===== src/design/pcsia_pkg.sv =====
// constants for the program and data address logic of the core
//==============================================================
package pcsia_pkg;
  // program counter layout
  localparam int PC_W        = 13;
  localparam int LOW_W       = 8;
  localparam int UPPER_W     = 5;
  localparam int BRANCH_W    = 11;
  localparam int PAGE_LSB    = 3;
  localparam int PAGE_MSB    = 4;
  localparam int PROG_WORDS  = 8192;
  localparam int SMALL_LIMIT = 4096;
  // reset and vector values
  localparam logic [PC_W-1:0]    RESET_PC   = 13'h0000;
  localparam logic [PC_W-1:0]    INT_VECTOR = 13'h0004;
  localparam logic [UPPER_W-1:0] RESET_LATCH = 5'h00;
  // return stack
  localparam int STACK_DEPTH = 8;
  // data addressing
  localparam int DADDR_W = 9;
  localparam int LOC_W   = 7;
  localparam int PTR_W   = 8;
  localparam logic [LOC_W-1:0] PORT_LOC   = 7'h00;
  localparam logic [PTR_W-1:0] RESET_PTR  = 8'h00;
  localparam logic [7:0]       ZERO_BYTE  = 8'h00;
  localparam logic [2:0]       RESET_BANK = 3'h0;
  // bank field positions inside the status byte write
  localparam int IND_BANK_POS = 2;
  localparam int DIR_BANK_HI  = 1;
endpackage : pcsia_pkg


===== src/design/pcsia_stack.sv =====
// circular return-address stack
`timescale 1ns/10ps
`default_nettype none
module pcsia_stack #(
  parameter int DEPTH = pcsia_pkg::STACK_DEPTH,
  parameter int WIDTH = pcsia_pkg::PC_W
) (
  // clock and reset
  input  wire logic             core_clk,
  input  wire logic             reset,
  // stack actions
  input  wire logic             push,
  input  wire logic             pop,
  input  wire logic [WIDTH-1:0] push_data,
  output logic      [WIDTH-1:0] top_data
);
  localparam int PW = $clog2(DEPTH);

  logic [WIDTH-1:0] entry [DEPTH];
  logic [PW-1:0]    ptr;
  logic [PW-1:0]    next_ptr;
  logic [PW-1:0]    top_idx;

  //==============================================================
  // pointer
  //==============================================================
  // wraps freely and has no flags, so no stack error is ever seen
  always_comb begin
    next_ptr = ptr;
    if (push) begin
      next_ptr = ptr + 1'b1;
    end else if (pop) begin
      next_ptr = ptr - 1'b1;
    end
  end

  // pointer is internal only, software cannot see it
  always_ff @(posedge core_clk or posedge reset) begin
    if (reset) begin
      ptr <= '0;
    end else begin
      ptr <= next_ptr;
    end
  end

  assign top_idx  = ptr - 1'b1;
  assign top_data = entry[top_idx];

  //==============================================================
  // entries
  //==============================================================
  // a push on a full stack overwrites the oldest slot
  for (genvar i = 0; i < DEPTH; i++) begin : g_entry
    logic [WIDTH-1:0] next_entry;
    always_comb begin
      next_entry = entry[i];
      if (push && ptr == PW'(i)) begin
        next_entry = push_data;
      end
    end
    always_ff @(posedge core_clk or posedge reset) begin
      if (reset) begin
        entry[i] <= '0;
      end else begin
        entry[i] <= next_entry;
      end
    end
  end
endmodule : pcsia_stack
`default_nettype wire


===== src/design/pcsia_daddr.sv =====
// data address former for direct and indirect access
`timescale 1ns/10ps
`default_nettype none
module pcsia_daddr (
  // operand selection
  input  wire logic [pcsia_pkg::LOC_W-1:0]   loc,
  input  wire logic [pcsia_pkg::PTR_W-1:0]   pointer_register,
  input  wire logic                          indirect_bank_bit,
  input  wire logic [1:0]                    direct_bank_bits,
  // formed address
  output logic      [pcsia_pkg::DADDR_W-1:0] addr,
  output logic                               indirect,
  output logic                               self_select
);
  //==============================================================
  // address forming
  //==============================================================
  // the port location itself holds nothing, it redirects
  always_comb begin
    indirect    = (loc == pcsia_pkg::PORT_LOC);
    self_select = indirect &&
                  (pointer_register == pcsia_pkg::RESET_PTR);
    if (indirect) begin
      addr = {indirect_bank_bit, pointer_register};
    end else begin
      addr = {direct_bank_bits, loc};
    end
  end
endmodule : pcsia_daddr
`default_nettype wire


===== src/design/pcsia_core.sv =====
// program counter, paging, return stack and data addressing
`timescale 1ns/10ps
`default_nettype none
module pcsia_core #(
  parameter int PROG_WORDS = pcsia_pkg::PROG_WORDS
) (
  // clock and reset
  input  wire logic                   core_clk,
  input  wire logic                   reset,
  // program flow requests from the sequencer
  input  wire logic                   pc_advance,
  input  wire logic                   low_write,
  input  wire logic [7:0]             low_data,
  input  wire logic                   latch_write,
  input  wire logic [7:0]             latch_data,
  input  wire logic                   call_req,
  input  wire logic                   goto_req,
  input  wire logic [10:0]            branch_target,
  input  wire logic                   return_req,
  input  wire logic                   int_vector_req,
  // pointer and bank bit writes
  input  wire logic                   pointer_write,
  input  wire logic [7:0]             pointer_data,
  input  wire logic                   bank_write,
  input  wire logic [2:0]             bank_data,
  // data access requests
  input  wire logic                   access_req,
  input  wire logic                   access_write,
  input  wire logic [6:0]             access_loc,
  // program side
  output logic      [12:0]            pc,
  output logic      [7:0]             pc_low_byte,
  output logic      [7:0]             latch_read,
  // data side
  output logic                        data_valid,
  output logic      [8:0]             data_addr,
  output logic                        data_write_en,
  output logic                        data_read_zero,
  output logic      [7:0]             pointer_read
);
  // small parts drop the top paging bit from call and goto targets
  localparam bit BIG_PART = (PROG_WORDS > pcsia_pkg::SMALL_LIMIT);

  logic [12:0] next_pc;
  logic [4:0]  pc_upper_bits;
  logic [4:0]  latch;
  logic [4:0]  next_latch;
  logic [1:0]  page_bits;
  logic        push;
  logic        pop;
  logic        sel_int;
  logic        sel_call;
  logic        sel_goto;
  logic        sel_ret;
  logic        sel_low;
  logic        sel_inc;
  logic [12:0] stack_top;

  logic [7:0]  pointer_register;
  logic [7:0]  next_pointer;
  logic        indirect_bank_bit;
  logic [1:0]  direct_bank_bits;
  logic [2:0]  next_bank;
  logic [8:0]  formed_addr;
  logic        is_indirect;
  logic        is_self;
  logic        next_valid;
  logic [8:0]  next_addr;
  logic        next_we;
  logic        next_zero;

  //==============================================================
  // program counter selection
  //==============================================================
  // one source per cycle; interrupt vectoring outranks everything
  always_comb begin
    sel_int  = int_vector_req;
    sel_call = !sel_int && call_req;
    sel_goto = !sel_int && !call_req && goto_req;
    sel_ret  = !sel_int && !call_req && !goto_req && return_req;
    sel_low  = !sel_int && !call_req && !goto_req && !return_req &&
               low_write;
    sel_inc  = !sel_int && !call_req && !goto_req && !return_req &&
               !low_write && pc_advance;
  end

  // page bits; latch bit 4 is masked from them on small parts but still loads pc[12] on low byte writes
  always_comb begin
    page_bits = {latch[pcsia_pkg::PAGE_MSB] & BIG_PART,
                 latch[pcsia_pkg::PAGE_LSB]};
  end

  // the sequencer hands over the already advanced counter for calls
  always_comb begin
    push    = sel_int || sel_call;
    pop     = sel_ret;
    next_pc = pc;
    if (sel_int) begin
      next_pc = pcsia_pkg::INT_VECTOR;
    end else if (sel_call || sel_goto) begin
      next_pc = {page_bits, branch_target};
    end else if (sel_ret) begin
      next_pc = stack_top;
    end else if (sel_low) begin
      next_pc = {latch, low_data};
    end else if (sel_inc) begin
      next_pc = pc + 13'h0001;
    end
  end

  // low byte arithmetic is done by the sequencer; no carry reaches
  // the upper bits on a low byte write because they come from the latch there; an advance does carry into them
  always_ff @(posedge core_clk or posedge reset) begin
    if (reset) begin
      pc <= pcsia_pkg::RESET_PC;
    end else begin
      pc <= next_pc;
    end
  end

  assign pc_upper_bits = pc[12:8];
  assign pc_low_byte   = pc[7:0];

  //==============================================================
  // high-byte latch
  //==============================================================
  // only a direct write changes it, never the stack
  always_comb begin
    next_latch = latch;
    if (latch_write) begin
      next_latch = latch_data[4:0];
    end
  end

  always_ff @(posedge core_clk or posedge reset) begin
    if (reset) begin
      latch <= pcsia_pkg::RESET_LATCH;
    end else begin
      latch <= next_latch;
    end
  end

  // unimplemented latch bits read as zero
  assign latch_read = {3'h0, latch};

  //==============================================================
  // return stack
  //==============================================================
  pcsia_stack #(
    .DEPTH (pcsia_pkg::STACK_DEPTH),
    .WIDTH (pcsia_pkg::PC_W)
  ) i_pcsia_stack (
    .core_clk  (core_clk),
    .reset     (reset),
    .push      (push),
    .pop       (pop),
    .push_data (pc),
    .top_data  (stack_top)
  );

  //==============================================================
  // pointer and bank bits
  //==============================================================
  // held here so the address former sees the values of this cycle
  always_comb begin
    next_pointer = pointer_register;
    next_bank    = {indirect_bank_bit, direct_bank_bits};
    if (pointer_write) begin
      next_pointer = pointer_data;
    end
    if (bank_write) begin
      next_bank = bank_data;
    end
  end

  always_ff @(posedge core_clk or posedge reset) begin
    if (reset) begin
      pointer_register  <= pcsia_pkg::RESET_PTR;
      indirect_bank_bit <= pcsia_pkg::RESET_BANK[pcsia_pkg::IND_BANK_POS];
      direct_bank_bits  <= pcsia_pkg::RESET_BANK[pcsia_pkg::DIR_BANK_HI:0];
    end else begin
      pointer_register  <= next_pointer;
      indirect_bank_bit <= next_bank[pcsia_pkg::IND_BANK_POS];
      direct_bank_bits  <= next_bank[pcsia_pkg::DIR_BANK_HI:0];
    end
  end

  assign pointer_read = pointer_register;

  //==============================================================
  // data access
  //==============================================================
  pcsia_daddr i_pcsia_daddr (
    .loc               (access_loc),
    .pointer_register  (pointer_register),
    .indirect_bank_bit (indirect_bank_bit),
    .direct_bank_bits  (direct_bank_bits),
    .addr              (formed_addr),
    .indirect          (is_indirect),
    .self_select       (is_self)
  );

  // a self-pointing access reads zero and writes nothing;
  // flag updates stay with the sequencer
  always_comb begin
    next_valid = access_req;
    next_addr  = formed_addr;
    next_we    = access_req && access_write && !is_self;
    next_zero  = access_req && !access_write && is_self;
  end

  always_ff @(posedge core_clk or posedge reset) begin
    if (reset) begin
      data_valid     <= 1'b0;
      data_addr      <= 9'h000;
      data_write_en  <= 1'b0;
      data_read_zero <= 1'b0;
    end else begin
      data_valid     <= next_valid;
      data_addr      <= next_addr;
      data_write_en  <= next_we;
      data_read_zero <= next_zero;
    end
  end
endmodule : pcsia_core
`default_nettype wire


===== config.mk =====
export PLATFORM = sky130hd
export DESIGN_NAME = pcsia_core
export DESIGN_NICKNAME = d
export VERILOG_FILES = /design/src/design/pcsia_pkg.sv /design/src/design/pcsia_stack.sv /design/src/design/pcsia_daddr.sv /design/src/design/pcsia_core.sv
export SDC_FILE = /design/constraint.sdc
export NUM_CORES = 1
export LEC_CHECK = 0
export CORE_MARGIN = 2
export CORE_UTILIZATION = 50
export CTS_CLUSTER_SIZE = 24
export DETAILED_ROUTE_END_ITERATION = 6
export DONT_BUFFER_PORTS = 1
export SYNTH_ARGS = -nofsm -noshare
export SYNTH_HDL_FRONTEND = slang
export SYNTH_SLANG_ARGS = --single-unit

===== constraint.sdc =====
create_clock -name core_clk -period 5.25 [get_ports core_clk]
set_input_delay 0.2625 -clock core_clk [delete_from_list [all_inputs] [get_ports core_clk]]
set_output_delay 0.2625 -clock core_clk [all_outputs]
set_load 0.05 [all_outputs]

==> flow_summary.toml <==
[grt]
grt_pass1_vias = 4843
grt_pass1_wl_mm = 27.19
grt-ovfl-total = 0
grt_antenna_before_repair = 0
grt_util_all_layers_pct = 24.51
grt_max_degree = 100

[die]
rows = 43
dieHeight_um = 123.3
die_area_um2 = 15210
placeableCoreArea_um2 = 13880
ios = 107
initial_core_util_pct = 51.29
die_w_um = 123.3

[layout]
num_antenna_cells = 0
area_delta_synth_final_pct = 15.50
nets = 644
design_area_um2 = 8223
final_cell_mix = "dfrtp_1 (148), mux2_2 (108), nand2_1 (52)"
drive_gt1_share_pct = 32.32
mostFrequentLayoutCell = "dfrtp_1"

[min_path]
min-delay-start = "branch_target[5]"
min_path_type = "in -> reg"
hold_depth = 2

[clock_tree]
cts_made_buffers = 17
clock-root-buffer = "clkbuf_16"
cts_tree = "done"
cts-htree-levels = 4
cts.clk_slew.worst_paths_ns = 0.06
clock_path_buffers = 2
clock_latency_ns = 0.43
cts_num_sinks = 148
postCtsSetupBuffers = 0

[routing]
drt-total-wl_mm = 17.36
drc = 0
dr.pass1.iters = 6
avgRoutedWirePerCell_um = 22.52
via_per_inst = 5.953
via_count = 4590
ant_nets = 0
detail_route.iter0.violations = 371

[worst_setup_path]
path_max_fanout = 16
r2r_slack_ns = 2.33
reg2reg_from = "i_pcsia_stack.ptr[1]"
worstPathCellList = "inv_1 > ha_1 > buf_4 > mux4_2 > nand2_1 > nand2_1 > a222oi_1 > o21ai_0"
crit_path_start_kind = "flop"
cp_data_arrival_time_ns = 3.20
critical_path_class = "reg -> reg"
r2r_end = "pc[7]"
cp-startpoint = "i_pcsia_stack.ptr[1]"
crit_end = "pc[7]"
reg2reg_depth = 8
cp-end-kind = "flop"
worstPathRequired_ns = 5.53
max_stage_delay_ns = 0.91
cp_common_cell = "nand2_1"
cp_slowest_cell = "ha_1"

[sta]
slew_headroom_pct = 23.02
slew_violations = 0
finalCriticalPeriod_ns = 2.921
setup_viol = 0
fmax_mhz = 342.4
rsz0062_at_grt = "false"
fin_worst_skew_ns = 0.005963
fin_crit_sh_pct = 55.63
final-hold-violation-count = 0
worst_pin_slew_ns = 1.150
tns_ns = 0

[yosys]
synthTopCellsByArea = "dfrtp_1 (52%), mux2_2 (17%), mux4_2 (7.9%)"
yosysSeqAreaShare_pct = 52.02
synth.avg_cell_area_um2 = 13.11
synth_cells = 543
synth.top_cell.area_share_pct = 52.02
ys_ff_latch = 148
synth-edff-count = 0
syn_area_um2 = 7119
yosysTopAreaCell = "dfrtp_1"
async_reset_ff_share_pct = 100.0
synth_ff_type = "dfrtp_1"
synth_cell_types = 50
ys_warn_count = 0

[placed_design]
place.gp.congestion = 0.7791
hpwlAfterDp_mm = 10.51
place.port_buffers = 0
dpl_cell_area_um2 = 7144

[power_and_ir_drop]
p_per_area_nw_per_um2 = 558.8
peakVddDrop_mv = 0.3118
p_leak_uw = 0.003633

[job]
cap_violations = 0

[outcome]
status = "completed"
==> routing by layer <==
metal	global-route usage (%)	vias to the layer above	wire length, µm	share of wire [%]
li1	-	2042	-	-
met2	38.26	168	8324	48
met3	7.103	19	1292	7.4
met1	33.18	2361	7474	43
met5	0	-	0	0
met4	7.884	0	271	1.6
==> state kept, by name, indices dropped and copies added, names as in the netlist <==
| name | cells |
|---|---|
| data_write_en | 1 |
| i_pcsia_stack.entry | 104 |
| pointer_read | 8 |
| indirect_bank_bit | 1 |
| latch | 5 |
| i_pcsia_stack.ptr | 3 |
| direct_bank_bits | 2 |
| data_valid | 1 |
| data_addr | 9 |
| pc | 13 |
| data_read_zero | 1 |
==> worst min-delay path by stage <==
stage / end / slack (ns)
floorplan: data_valid / 0.29
global route: pc[6] / 0.02
global placement: data_valid / 0.29
detailed placement: data_valid / 0.29
CTS: pc[6] / 0.007
finish: pc[5] / 0.02
==> critical path, delay by kind of cell, from the launching register on <==
family                     cells  cell delay (ns)
and+or+nand+nor                2             0.16
AOI/OAI and AO/OA              2             0.33
buffers and inverters          2             0.43
adders and majority gates      1             0.91
DFF                            1             0.41
muxes                          1             0.50
==> area by class of cell <==
| cell class | count | area [µm²] |
|---|---|---|
| clock buffer | 18 | 429.2 |
| timing repair buffer | 61 | 585.6 |
| inverter | 7 | 31.28 |
| clock inverter | 14 | 138.9 |
| sequential | 148 | 3704 |
| tap | 180 | 225.2 |
| multi-input combinational | 343 | 3109 |
| fill | 1124 | 5658 |
==> synth_stat cells, types with 5 or more instances <==
master    instances
nor3_1            8
nor2_1           14
buf_2            11
clkbuf_1         14
buf_4            16
mux4_2           25
dfrtp_1         148
xnor2_1           8
mux2i_1           7
a21oi_1          11
inv_1             6
xor2_1            5
nand3_1          11
a21o_2            7
buf_6             5
o21ai_0          27
ha_1              8
mux2_2          108
nand2_1          52
==> logic make-up after synthesis <==
| family | synth area share, % |
|---|---|
| multiplexers | 26.34 |
| adder cells (fa/ha/maj) | 1.406 |
| buffers and inverters | 4.411 |
| XOR/XNOR | 2.056 |
| AO/OA/AOI/OAI | 6.415 |
| other | 0.05267 |
| flip-flops | 52.02 |
| AND/OR/NAND/NOR | 7.294 |
==> where the power goes <==
group,internal [µW],switching [µW]
Sequential,1500,296
Combinational,839,801
Clock,628,529
Total,2970,1630
==> what timing repair did <==
item | in CTS | in global routing
endpoints found under the hold margin | 132 | 0
setup endpoints to repair | 0 | 0
hold buffers | 51 | 0
gates resized for setup | 0 | 0
==> per-stage QoR <==
step	util (%)	total power (µW)	setup WS, ns	std cells	hold slack (ns)
final	59.24	4595	2.330	771	0.02124
after global routing	59.24	4840	2.089	771	0.02337
after CTS	59.24	4631	2.265	771	0.007105
after detailed placement	51.47	3427	2.279	688	0.2941
after global placement	51.47	3372	2.303	688	0.2940
after floorplan	-	3084	1.008	545	0.2939
Power figures use the tool's default switching activity.
